`src/hdl/cesm_map.svh`:
```
// constants for the bus-port error status monitor: indices, fields, resets
// assumes it is included by bare name where indices or thresholds are needed
`ifndef CESM_MAP_SVH
`define CESM_MAP_SVH

// parameter indices on the access port
`define CESM_IDX_GROUP_ENTRIES 16'h0422
`define CESM_IDX_STATUS 16'h0424
`define CESM_IDX_COUNT_A 16'h0426
`define CESM_IDX_COUNT_B 16'h0428
`define CESM_IDX_EMCY_ENTRIES 16'h0438
`define CESM_IDX_EMCY_SERVICE 16'h043a
`define CESM_IDX_EMCY_PROCESS 16'h043c
`define CESM_IDX_EMCY_DEVICE 16'h043e

// status word field positions
`define CESM_BIT_WARNING 0
`define CESM_BIT_PASSIVE 1
`define CESM_BIT_BUS_OFF 2
`define CESM_BIT_ERR_LO 3
`define CESM_BIT_ERR_HI 8
`define CESM_BIT_RSV_LO 9
`define CESM_BIT_RSV_HI 15
`define CESM_BIT_TEC_LO 16
`define CESM_BIT_TEC_HI 23
`define CESM_BIT_REC_LO 24
`define CESM_BIT_REC_HI 31

// fault-confinement thresholds, at the 9-bit counter width
`define CESM_LIM_WARNING 9'h060
`define CESM_LIM_PASSIVE 9'h080
`define CESM_LIM_BUS_OFF 9'h100

// reset and constant values
`define CESM_GROUP_ENTRIES 8'h05
`define CESM_EMCY_ENTRIES_RST 8'h03
`define CESM_WORD_RST 32'h0000_0000
`define CESM_COMM_FAULT_MASK 32'h0000_0001

`endif

```
`src/hdl/cesm_pkg.sv`:
```
// types shared by the status monitor modules
// assumes nothing beyond a SystemVerilog compiler
package cesm_pkg;

    // error-type flags as they sit in bits 3..8 of the status word
    typedef struct packed {
        logic form_err;
        logic bit_err;
        logic stuck_dom;
        logic crc_err;
        logic stuff_err;
        logic ack_err;
    } cesm_err_s;

    // full status word layout, msb first
    typedef struct packed {
        logic [7:0] rec;
        logic [7:0] tec;
        logic [6:0] reserved;
        cesm_err_s errs;
        logic bus_off;
        logic passive;
        logic warning;
    } cesm_status_s;

endpackage

```
`src/hdl/cesm_word_if.sv`:
```
// carrier for one 32-bit held word: event with data, software load, value
// assumes owner and user run on the same clock
`timescale 1ns/1ps
interface cesm_word_if;
    logic evt;
    logic [31:0] evt_data;
    logic load;
    logic [31:0] load_data;
    logic [31:0] value;

    modport owner(input evt, input evt_data, input load, input load_data, output value);
    modport user(output evt, output evt_data, output load, output load_data, input value);
endinterface

```
`src/hdl/cesm_frame_counter.sv`:
```
// 32-bit error-frame counter, loadable by software
// assumes evt is a one-cycle pulse per detected error frame
`timescale 1ns/1ps
`include "cesm_map.svh"
module cesm_frame_counter (
    // clock and reset
    input wire logic clk,
    input wire logic rst,
    // held word
    cesm_word_if.owner w
);

    // a frame seen in the write cycle counts on top of the written value
    always_ff @(posedge clk) begin
        if (rst) begin
            w.value <= `CESM_WORD_RST;
        end else if (w.load) begin
            w.value <= w.load_data + {31'h0000_0000, w.evt};
        end else if (w.evt) begin
            w.value <= w.value + 32'h0000_0001; // wraps past all ones
        end
    end

endmodule

```
`src/hdl/cesm_emcy_record.sv`:
```
// 32-bit emergency detail record: sticky capture, cleared by software
// assumes evt_data carries only the detail bits of the new emergency
`timescale 1ns/1ps
`include "cesm_map.svh"
module cesm_emcy_record (
    // clock and reset
    input wire logic clk,
    input wire logic rst,
    // held word
    cesm_word_if.owner w
);

    // capture beats clear: a clear drops old detail but keeps the new one
    always_ff @(posedge clk) begin
        if (rst) begin
            w.value <= `CESM_WORD_RST;
        end else if (w.evt && w.load) begin
            w.value <= w.evt_data;
        end else if (w.evt) begin
            w.value <= w.value | w.evt_data;
        end else if (w.load) begin
            w.value <= w.load_data;
        end
    end

endmodule

```
`src/hdl/cesm_monitor.sv`:
```
// bus-port error status monitor: status word, frame counters, emergency records
// assumes the protocol controller and emergency sources share REF_CLK
//
// Overview of operation
// - status bit 0 is set while either error counter is 96 or more.
// - status bit 1 is set while the transmit error counter is 128 or more.
// - status bit 2 is set at a count of 256 and then transmit and receive are both blocked.
// - bits 3 to 8 flag acknowledge, stuff, crc, stuck-dominant, bit and form errors.
// - bits 16 to 23 carry the transmit error counter, held at 255 from a count of 256.
// - bits 24 to 31 carry the receive error counter.
// - the status word is a 32-bit value that software reads and cannot change.
// - two 32-bit error-frame counters count error frames and are read and written by software.
// - any write to the emergency entry count clears all three detail records.
// - one read-only record holds details of service-object emergencies.
// - a second read-only record holds details of process-data emergencies.
// - a third read-only record holds main-fault emergencies without comm errors.
// - the counter group reads a fixed 5 and the emergency group reads 3 after reset.
`timescale 1ns/1ps
`include "cesm_map.svh"
module cesm_monitor (
    // clock and reset
    input wire logic REF_CLK,
    input wire logic SYS_RST,
    // protocol controller
    input wire logic [8:0] TX_ERR_CNT,
    input wire logic [7:0] RX_ERR_CNT,
    input wire logic [5:0] ERR_TYPE,
    input wire logic TX_ERR_FRAME,
    input wire logic RX_ERR_FRAME,
    // emergency sources
    input wire logic EMCY_SVC_EVT,
    input wire logic [31:0] EMCY_SVC_DATA,
    input wire logic EMCY_PDO_EVT,
    input wire logic [31:0] EMCY_PDO_DATA,
    input wire logic [31:0] MAIN_FAULT_WORD,
    // parameter access port
    input wire logic [15:0] PAR_INDEX,
    input wire logic PAR_RD,
    input wire logic PAR_WR,
    input wire logic [31:0] PAR_WDATA,
    output logic [31:0] PAR_RDATA,
    output logic PAR_ACK,
    output logic PAR_ERR,
    // bus gating and live status
    output logic TX_ENABLE,
    output logic RX_ENABLE,
    output logic [31:0] STATUS_WORD
);

    cesm_pkg::cesm_status_s status;
    cesm_pkg::cesm_status_s next_status;
    logic [7:0] emcy_entries;
    logic [31:0] next_rdata;
    logic next_err;
    logic [31:0] dev_detail;

    cesm_word_if cnt_a ();
    cesm_word_if cnt_b ();
    cesm_word_if rec_svc ();
    cesm_word_if rec_pdo ();
    cesm_word_if rec_dev ();

    // transmit counter shown in 8 bits; bus-off is flagged separately
    function automatic logic [7:0] tec_field(input logic [8:0] tec);
        tec_field = (tec > 9'h0ff) ? 8'hff : tec[7:0];
    endfunction

    // true for every index this block answers to
    function automatic logic index_hit(input logic [15:0] idx);
        index_hit = (idx == `CESM_IDX_GROUP_ENTRIES) || (idx == `CESM_IDX_STATUS) ||
                    (idx == `CESM_IDX_COUNT_A) || (idx == `CESM_IDX_COUNT_B) ||
                    (idx == `CESM_IDX_EMCY_ENTRIES) || (idx == `CESM_IDX_EMCY_SERVICE) ||
                    (idx == `CESM_IDX_EMCY_PROCESS) || (idx == `CESM_IDX_EMCY_DEVICE);
    endfunction

    // true for indices that software may write
    function automatic logic index_writable(input logic [15:0] idx);
        index_writable = (idx == `CESM_IDX_COUNT_A) || (idx == `CESM_IDX_COUNT_B) ||
                         (idx == `CESM_IDX_EMCY_ENTRIES);
    endfunction

    // next status word from the live controller values
    always_comb begin
        next_status = '0;
        next_status.warning = (TX_ERR_CNT >= `CESM_LIM_WARNING) ||
                              ({1'b0, RX_ERR_CNT} >= `CESM_LIM_WARNING);
        next_status.passive = (TX_ERR_CNT >= `CESM_LIM_PASSIVE);
        next_status.bus_off = (TX_ERR_CNT >= `CESM_LIM_BUS_OFF);
        next_status.errs = ERR_TYPE;
        next_status.reserved = 7'h00;
        next_status.tec = tec_field(TX_ERR_CNT);
        next_status.rec = RX_ERR_CNT;
    end

    // refreshed every cycle, so it never lags the controller by more than one
    always_ff @(posedge REF_CLK) begin
        if (SYS_RST) begin
            status <= '0;
        end else begin
            status <= next_status;
        end
    end

    // no write path reaches status; only the controller inputs move it
    assign STATUS_WORD = status;

    // bus-off blocks both directions until the controller recovers
    always_ff @(posedge REF_CLK) begin
        if (SYS_RST) begin
            TX_ENABLE <= 1'b0;
            RX_ENABLE <= 1'b0;
        end else begin
            TX_ENABLE <= ~next_status.bus_off;
            RX_ENABLE <= ~next_status.bus_off;
        end
    end

    // error-frame counters: events from the controller, loads from software
    assign cnt_a.evt = TX_ERR_FRAME;
    assign cnt_a.evt_data = `CESM_WORD_RST;
    assign cnt_a.load = PAR_WR && (PAR_INDEX == `CESM_IDX_COUNT_A);
    assign cnt_a.load_data = PAR_WDATA;
    assign cnt_b.evt = RX_ERR_FRAME;
    assign cnt_b.evt_data = `CESM_WORD_RST;
    assign cnt_b.load = PAR_WR && (PAR_INDEX == `CESM_IDX_COUNT_B);
    assign cnt_b.load_data = PAR_WDATA;

    cesm_frame_counter u_count_a (
        .clk(REF_CLK),
        .rst(SYS_RST),
        .w(cnt_a)
    );

    cesm_frame_counter u_count_b (
        .clk(REF_CLK),
        .rst(SYS_RST),
        .w(cnt_b)
    );

    // main-fault details with comm-error bits masked out
    assign dev_detail = MAIN_FAULT_WORD & ~`CESM_COMM_FAULT_MASK;

    // emergency records; a write to the entry count clears all three
    assign rec_svc.evt = EMCY_SVC_EVT;
    assign rec_svc.evt_data = EMCY_SVC_DATA;
    assign rec_svc.load = PAR_WR && (PAR_INDEX == `CESM_IDX_EMCY_ENTRIES);
    assign rec_svc.load_data = `CESM_WORD_RST;
    assign rec_pdo.evt = EMCY_PDO_EVT;
    assign rec_pdo.evt_data = EMCY_PDO_DATA;
    assign rec_pdo.load = rec_svc.load;
    assign rec_pdo.load_data = `CESM_WORD_RST;
    assign rec_dev.evt = |dev_detail;
    assign rec_dev.evt_data = dev_detail;
    assign rec_dev.load = rec_svc.load;
    assign rec_dev.load_data = `CESM_WORD_RST;

    cesm_emcy_record u_rec_service (
        .clk(REF_CLK),
        .rst(SYS_RST),
        .w(rec_svc)
    );

    cesm_emcy_record u_rec_process (
        .clk(REF_CLK),
        .rst(SYS_RST),
        .w(rec_pdo)
    );

    cesm_emcy_record u_rec_device (
        .clk(REF_CLK),
        .rst(SYS_RST),
        .w(rec_dev)
    );

    // emergency entry count: starts at 3, keeps the low byte of whatever software writes
    always_ff @(posedge REF_CLK) begin
        if (SYS_RST) begin
            emcy_entries <= `CESM_EMCY_ENTRIES_RST;
        end else if (rec_svc.load) begin
            emcy_entries <= PAR_WDATA[7:0];
        end
    end

    // read multiplexer; narrow entries sit in the low byte
    always_comb begin
        next_rdata = `CESM_WORD_RST;
        if (PAR_INDEX == `CESM_IDX_GROUP_ENTRIES) begin
            next_rdata = {24'h00_0000, `CESM_GROUP_ENTRIES};
        end else if (PAR_INDEX == `CESM_IDX_STATUS) begin
            next_rdata = status;
        end else if (PAR_INDEX == `CESM_IDX_COUNT_A) begin
            next_rdata = cnt_a.value;
        end else if (PAR_INDEX == `CESM_IDX_COUNT_B) begin
            next_rdata = cnt_b.value;
        end else if (PAR_INDEX == `CESM_IDX_EMCY_ENTRIES) begin
            next_rdata = {24'h00_0000, emcy_entries};
        end else if (PAR_INDEX == `CESM_IDX_EMCY_SERVICE) begin
            next_rdata = rec_svc.value;
        end else if (PAR_INDEX == `CESM_IDX_EMCY_PROCESS) begin
            next_rdata = rec_pdo.value;
        end else if (PAR_INDEX == `CESM_IDX_EMCY_DEVICE) begin
            next_rdata = rec_dev.value;
        end
    end

    // refuse unknown indices and writes to read-only ones
    always_comb begin
        next_err = 1'b0;
        if ((PAR_RD || PAR_WR) && !index_hit(PAR_INDEX)) begin
            next_err = 1'b1;
        end else if (PAR_WR && !index_writable(PAR_INDEX)) begin
            next_err = 1'b1;
        end
    end

    // answer one cycle after the request; read data holds until the next read
    always_ff @(posedge REF_CLK) begin
        if (SYS_RST) begin
            PAR_RDATA <= `CESM_WORD_RST;
        end else if (PAR_RD) begin
            PAR_RDATA <= next_rdata;
        end
    end

    // acknowledge and error are one-cycle pulses
    always_ff @(posedge REF_CLK) begin
        if (SYS_RST) begin
            PAR_ACK <= 1'b0;
            PAR_ERR <= 1'b0;
        end else begin
            PAR_ACK <= PAR_RD || PAR_WR;
            PAR_ERR <= next_err;
        end
    end
endmodule

```
`config.mk`:
```
export PLATFORM = sky130hd
export DESIGN_NAME = cesm_monitor
export DESIGN_NICKNAME = d
export VERILOG_FILES = /design/src/hdl/cesm_pkg.sv /design/src/hdl/cesm_word_if.sv /design/src/hdl/cesm_frame_counter.sv /design/src/hdl/cesm_emcy_record.sv /design/src/hdl/cesm_monitor.sv
export VERILOG_INCLUDE_DIRS = /design/src /design/src/hdl
export SDC_FILE = /design/constraint.sdc
export NUM_CORES = 1
export LEC_CHECK = 0
export CAP_MARGIN = 20
export CORE_MARGIN = 5
export CORE_UTILIZATION = 32
export CTS_BUF_LIST = sky130_fd_sc_hd__clkbuf_4
export DETAILED_ROUTE_END_ITERATION = 8
export DONT_BUFFER_PORTS = 1
export GPL_TIMING_DRIVEN = 0
export MAX_ROUTING_LAYER = met4
export SLEW_MARGIN = 0
export SYNTH_ARGS = -nofsm -noshare
export SYNTH_HDL_FRONTEND = slang
export SYNTH_SLANG_ARGS = --single-unit
```
`constraint.sdc`:
```
create_clock -name REF_CLK -period 3.1 [get_ports REF_CLK]
set_input_delay 0.31 -clock REF_CLK [delete_from_list [all_inputs] [get_ports REF_CLK]]
set_output_delay 0.31 -clock REF_CLK [all_outputs]
set_load 0.05 [all_outputs]
```
After elaboration in Yosys (flattened, before gate mapping)
Index checks and enable logic that the tools add are counted.
- register bits: 235
- input port bits: 175
- add/subtract/negate cells: 4
- $lt $le $gt $ge: 5
- eq/ne operators: 8
- mux-type cells: 22
- bitwise operators: 4
- reductions and logical operators: 29
- operator list (operator ; number):
    2-to-1 mux 32 bit ; 19
    == test 16 x 11 -> 1 bit, second input constant ; 8
    bitwise OR 32 bit ; 3
    adder 32 x 1 -> 32 bit ; 2
    adder 32 x 1 -> 32 bit, second input constant ; 2
    OR reduction 31 bit ; 1
    logical OR 1 bit ; 11
    greater-or-equal comparator 9 x 7 -> 1 bit, second input constant ; 1
    greater-or-equal comparator 9 x 8 -> 1 bit, second input constant ; 1
    greater-or-equal comparator 9 bit, second input constant ; 1
    > comparator 9 x 8 -> 1 bit, second input constant ; 1
    nonzero test 3 bit ; 3
    greater-or-equal comparator 8 x 7 -> 1 bit, second input constant ; 1
    logical AND 1 bit ; 8
    2-to-1 mux 8 bit ; 1
    nonzero test 2 bit ; 3
    logical NOT 1 bit ; 2
    2-to-1 mux 1 bit ; 2
    OR reduction 2 bit ; 1
    inverter 1 bit ; 1

Depth between registers and ports, before layout
- depth in word-level cells: 11
- gate-level depth with buffers: 8
- mapped depth without buffers: 7

Hierarchy
From an unflattened synthesis, not the netlist that was laid out.
- cells, all modules: 1638
- area, all modules: 13492.9 sq um
- modules (own cells, without submodules) (module ; times used ; cells each ; area each (sq um) ; seq. area each (sq um)):
    cesm_frame_counter ; 2 ; 295 ; 2356.0 ; 640.6
    cesm_emcy_record ; 3 ; 177 ; 1544.0 ; 640.6
    cesm_monitor ; 1 ; 517 ; 4149.0 ; 1361.3

Worst setup path after synthesis
Ideal clock, no wire load.
- kind: in2reg
- start: in PAR_INDEX[13]
- end: reg PAR_RDATA[0]
- setup time: 0.088 ns
- arrival: 2.156 ns
- path slack: 0.855 ns
- stages on the path: 8
- buffers on the path: 3
- cell sequence: or4_1 -> buf_4 -> or4_4 -> buf_6 -> nor2_8 -> buf_6 -> a22oi_2 -> a311oi_2
- longest elaborated chain between the ends: 9
- elaborated cells between the ends (all ways): 16
- classes of those cells: eq/ne: 8; mux: 8
- RTL lines (what ; RTL line ; text):
    start, declared ; cesm_monitor.sv:37 ; input wire logic [15:0] PAR_INDEX,
    == test 16 x 11 -> 1 bit (no line) ; - ;
    2-to-1 mux 32 bit ; cesm_monitor.sv:201 ; end else if (PAR_INDEX == `CESM_IDX_EMCY_DEVICE) begin
    2-to-1 mux 32 bit ; cesm_monitor.sv:199 ; end else if (PAR_INDEX == `CESM_IDX_EMCY_PROCESS) begin
    2-to-1 mux 32 bit ; cesm_monitor.sv:197 ; end else if (PAR_INDEX == `CESM_IDX_EMCY_SERVICE) begin
    2-to-1 mux 32 bit ; cesm_monitor.sv:195 ; end else if (PAR_INDEX == `CESM_IDX_EMCY_ENTRIES) begin
    2-to-1 mux 32 bit ; cesm_monitor.sv:193 ; end else if (PAR_INDEX == `CESM_IDX_COUNT_B) begin
    2-to-1 mux 32 bit ; cesm_monitor.sv:191 ; end else if (PAR_INDEX == `CESM_IDX_COUNT_A) begin
    2-to-1 mux 32 bit ; cesm_monitor.sv:189 ; end else if (PAR_INDEX == `CESM_IDX_STATUS) begin
    2-to-1 mux 32 bit (*) ; cesm_monitor.sv:187 ; if (PAR_INDEX == `CESM_IDX_GROUP_ENTRIES) begin
    end signal, assigned ; cesm_monitor.sv:219 ; PAR_RDATA <= `CESM_WORD_RST;
    end signal, assigned ; cesm_monitor.sv:221 ; PAR_RDATA <= next_rdata;
    end, declared ; cesm_monitor.sv:41 ; output logic [31:0] PAR_RDATA,
Mark *: on every way between the ends. The rest lies on a longest branch, timed or not.
A chain may end at the register's enable or synchronous reset.

Worst setup path after layout
- start: in PAR_WDATA[2]
- end: reg u_count_a.w.value[29]
- longest elaborated chain between the ends: 2
- RTL lines (what ; RTL line ; text):
    start, declared ; cesm_monitor.sv:40 ; input wire logic [31:0] PAR_WDATA,
    adder 32 x 1 -> 32 bit ; cesm_frame_counter.sv:18 ; w.value <= w.load_data + {31'h0000_0000, w.evt};
    2-to-1 mux 32 bit ; cesm_frame_counter.sv:17 ; end else if (w.load) begin
    end signal, assigned ; cesm_frame_counter.sv:16 ; w.value <= `CESM_WORD_RST;
    end signal, assigned ; cesm_frame_counter.sv:18 ;
    end signal, assigned ; cesm_frame_counter.sv:20 ; w.value <= w.value + 32'h0000_0001;
    end, declared ; cesm_word_if.sv:11 ; modport owner(input evt, input evt_data, input load, input load_data, output value);
Every way passes these cells.

==> flow_results.org <==
** Outcome
- Result of the run :: complete, no violations

** Critical path
- Maximum cell stage delay along the critical path :: ~0.69 ns
- CP Max Fanout :: 8
- Slowest-stage cell, CP :: sky130_fd_sc_hd__or4_1
- STA puts the critical path data required time at 3.73 ns.
- In this run the critical register-to-register path is launched from u_count_b.w.value[10].
- The worst setup path is of the in -> reg kind.
- Critical path arrival :: 3.40 ns
- Family with the most delay on the worst path :: simple AND/OR/NAND/NOR gates
- Among the stages of the critical path, the cell type that occurs most often is sky130_fd_sc_hd__dlygate4sd3_1.
- The worst setup path is captured at a flip-flop.
- Setup slack of the most critical reg-to-reg path :: around 0.46 ns
- Setup crit start :: PAR_WDATA[2]
- STA classifies the critical path startpoint as a primary input.
- Buffers & Inverters on Critical Path :: 3
- Cells along the critical path :: dlygate4sd3_1 > buf_2 > nand3_1 > or4_1 > nor4_1 > xnor2_1 > dlygate4sd3_1 > a211oi_1

** Die
- Die span in y :: roughly 200 microns
- The initial utilization of the core area, before any placement, comes to 0.3258.
- DIE WIDTH :: 200.8 microns
- The initialized floorplan defines 69 standard-cell rows.
- For this design the top-level I/O count stands at around 240.
- Core region area :: around 0.036 sq mm
- The floorplan step defined a die boundary enclosing slightly above 0.04 sq mm.

** Clocking
- Clk sink count :: about 230
- Buffers inserted during clock tree synthesis total 60.
- The root buffer cell chosen for the clock tree is sky130_fd_sc_hd__clkbuf_4.
- The longest clock path from root to sink contains 3 buffers.
- In this run the number of H-tree levels came out at 2.
- Clock transition at the register clock pins on the worst setup and hold paths after CTS :: roughly 0.080 ns
- Count of hold-fix buffers inserted at cts :: 149
- For the worst-skew pair, the clock arrives at the later sink with an insertion delay of around 0.73 ns.
- Resized cells post-CTS :: 0
- TritonCTS built the clock tree.
- Post-CTS setup-driven buffer insertion count :: 0

** STA
- Achievable clock frequency :: about 0.36 GHz
- Of the available clock period, the critical path in the final layout requires 0.8947.
- Across all setup checks in the final design, the least slack found is around 0.33 ns.
- Setup_tns :: 0 ns
- Across the routed clock network, the largest skew measured is roughly 0.032 ns.
- On the final layout, the worst hold slack is about 0.053 ns.
- Setup violations remaining at the end of the flow were counted as 0.
- The max-slew violation count is 0.
- Setup repair after global routing left no endpoint under its margin.
- The number of endpoints with negative hold slack in the final report came to 0.
- The smallest clock period supported by the final layout is computed as around 2.8 ns.
- Slew of the pin with the lowest slew margin :: approximately 0.97 ns
- Measured against its own limit, the worst slew margin works out to 0.3476.

** Drt
- In this run the remaining antenna-violating nets after routing total 0.
- The routed layout has approximately 12000 vias.
- After the first detailed-routing iteration, the DRC count stood at just over 1000.
- Total wire length after detailed routing :: approximately 51 mm
- The first detailed-routing pass ran for 6 iterations.
- Dividing the detail-routed wire length by the instance count gives 24.43 microns.
- For this run, design rule violations remaining after detail routing come to 0.
- Via-per-instance ratio :: between 5 and 6

** Layout
- From synthesis to final layout, the design area changed by 24.10%.
- Most common cell after layout, fill and taps aside :: sky130_fd_sc_hd__dfxtp_1
- Highest-count cells in the layout ignoring fill and taps :: 228 x sky130_fd_sc_hd__dfxtp_1, 179 x sky130_fd_sc_hd__nor2_1, 149 x sky130_fd_sc_hd__dlygate4sd3_1, 99 x sky130_fd_sc_hd__nand2_1, 82 x sky130_fd_sc_hd__clkbuf_4
- In the final layout, the share of cells above drive strength 1 is 0.1102.
- After routing the design area is between 0.01 and 0.015 sq mm.
- After the last flow step, the layout net total stands at ~1800.

** GRT
- For this run, global-route usage on met1 was measured as 0.3167.
- Overall Global Routing Usage :: 0.2482
- Most congested layer reported by global routing :: met2
- For met2 alone, demand over resource in global routing was 0.3997.
- Entering global routing, the biggest net connects 16 pins.
- The initial antenna violation count is 1.
- Total congestion overflow :: 0
- Wire length of the first global-routing pass :: between 70 and 80 mm
- Vias in the first global route :: approximately 12000
- Met3 layer usage reported by global route :: 0.05234

** Place
- Before CTS, the worst setup slack after placement is roughly 0.049 ns.
- Final GP Congestion :: approximately 0.93
- During placement, the flow inserted port buffers numbering 0.
- Summing all placed instances gives a cell area of ~0.012 sq mm.
- DPL Wire Length :: between 30 and 40 mm

** Worst hold path
- Hold path startpoint :: PAR_WDATA[11]
- Type of the worst min-delay path :: in -> reg

** Pwr
- Leakage power :: approximately 5.0 nW
- IR analysis of the VDD net gives a maximum drop of 0.2417 mV.
- PD cells :: 446.8 mW/mm^2

** Synthesis
- The compound-cell area share of the yosys netlist came to 0.2114.
- For this run, asynchronously set or reset flops after synthesis account for 0.
- Parity-gate share of the synthesized area counting xor and xnor cells :: 0.08423
- Of the total synthesized cell area, the portion taken by full adders, half adders and majority gates is 0.006446.
- Cell Area, Synth :: approximately 0.012 sq mm
- The largest total area in the synthesized netlist belongs to sky130_fd_sc_hd__dfxtp_1.
- The synthesized design contains between 200 and 250 register bits.
- A synthesized cell averages 8.532 sq um.
- After synthesis, the netlist uses 70 different library cells.
- Total number of yosys warnings :: 0
- Proportion of netlist area held by the largest area contributor :: 0.3919
- Area fraction in and, or, nand and nor cells after synthesis :: 0.2285
- Most frequently used flop master after synthesis :: sky130_fd_sc_hd__dfxtp_1
- Combinational family with the most area after synthesis :: simple AND/OR/NAND/NOR gates
- Number of enable-type register cells in the synthesized netlist :: 0
- The share of the Yosys chip area taken by registers is 0.3919.
- After synthesis, the share of cell area in mux cells is 0.02804.
- After synthesis, the cell types taking the most area are sky130_fd_sc_hd__dfxtp_1 39%, sky130_fd_sc_hd__nor2_1 5.8%, sky130_fd_sc_hd__xor2_1 5.0%, sky130_fd_sc_hd__a22oi_1 4.7%, sky130_fd_sc_hd__xnor2_1 3.4%.
- Number of instances in the synthesized netlist :: between 1000 and 1500

** Flow run
- Max Cap Violations :: 0
[worst min-delay path: stages]
cell and delay (ns):
sky130_fd_sc_hd__nand4_1 0.09, sky130_fd_sc_hd__nor2_1 0.06, sky130_fd_sc_hd__xnor2_1 0.20, sky130_fd_sc_hd__a211oi_1 0.08
[cells in the mapped netlist, types with 10 or more instances]
cell                       count
sky130_fd_sc_hd__o22ai_1      23
sky130_fd_sc_hd__nand4_1      43
sky130_fd_sc_hd__nor4_1       32
sky130_fd_sc_hd__nor3_1       25
sky130_fd_sc_hd__a211oi_1     34
sky130_fd_sc_hd__buf_4        10
sky130_fd_sc_hd__a222oi_1     17
sky130_fd_sc_hd__dfxtp_1     228
sky130_fd_sc_hd__o21ai_0      34
sky130_fd_sc_hd__xnor2_1      45
sky130_fd_sc_hd__nor2_1      179
sky130_fd_sc_hd__mux2_2       21
sky130_fd_sc_hd__a21oi_1      66
sky130_fd_sc_hd__buf_2        21
sky130_fd_sc_hd__a221oi_1     33
sky130_fd_sc_hd__a22oi_1      73
sky130_fd_sc_hd__nand2_1      99
sky130_fd_sc_hd__nor2b_1      15
sky130_fd_sc_hd__and3_1       20
sky130_fd_sc_hd__nand3_1      46
sky130_fd_sc_hd__xor2_1       67
sky130_fd_sc_hd__inv_1        12
sky130_fd_sc_hd__clkbuf_1     76
[metrics by stage]
| step | instances | power, mW | utilization |
|---|---|---|---|
| detailed placement | 1833 | 3.802 | 0.3429 |
| floorplan | 1371 | 3.617 | - |
| global route | 2086 | 6.700 | 0.4044 |
| global placement | 1832 | 3.789 | 0.3426 |
| finish | 2086 | 6.457 | 0.4044 |
| CTS | 2084 | 6.484 | 0.4042 |
[registers in the layout, indices dropped and copies added (netlist names)]
register,flops
PAR_RDATA,32
u_count_a.w.value,32
u_count_b.w.value,32
u_rec_device.w.value,32
u_rec_process.w.value,32
u_rec_service.w.value,32
STATUS_WORD,25
emcy_entries,8
PAR_ACK,1
PAR_ERR,1
RX_ENABLE,1
[routing by layer]
| layer | vias to the layer above | share of wire |
|---|---|---|
| met2 | 560 | 0.47 |
| met3 | 82 | 0.084 |
| met4 | 0 | 0.027 |
| met1 | 5763 | 0.42 |
| met5 | - | 0 |
| li1 | 5521 | - |
[report_power, final]
part	internal, mW	switching, mW	total (mW)
clock	1.22	1.31	2.53
sequential	3.04	0.169	3.21
combinational	0.316	0.401	0.717
[cell type report]
class	instances	area [sq um]
diodes	1	2.502
plain buffers	119	526.8
clock buffers	82	615.6
clock inverters	20	81.33
fillers	3642	21290
inverters	12	45.04
multi-input cells	1012	6539
flip-flops and latches	228	4564
well taps	461	576.8
repair buffers	151	1501
[logic make-up (layout without fill, tap and decap cells)]
| group | count (synthesis) | in the layout |
|---|---|---|
| AO/OA/AOI/OAI | 339 | 339 |
| XOR/XNOR | 112 | 112 |
| adder cells (fa/ha/maj) | 6 | 6 |
| buffers and inverters | 131 | 384 |
| flip-flops | 228 | 228 |
| multiplexers | 30 | 30 |
| other | 1 | 8 |
| AND/OR/NAND/NOR | 518 | 518 |
[final timing paths]
path | depth (start not counted) | to
worst max-delay path | 8 | u_count_a.w.value[29]
worst min-delay path | 4 | u_count_b.w.value[12]
worst min register to register | 2 | emcy_entries[3]
worst max register to register | 6 | u_count_b.w.value[31]
(Power assumes the default switching activity.)
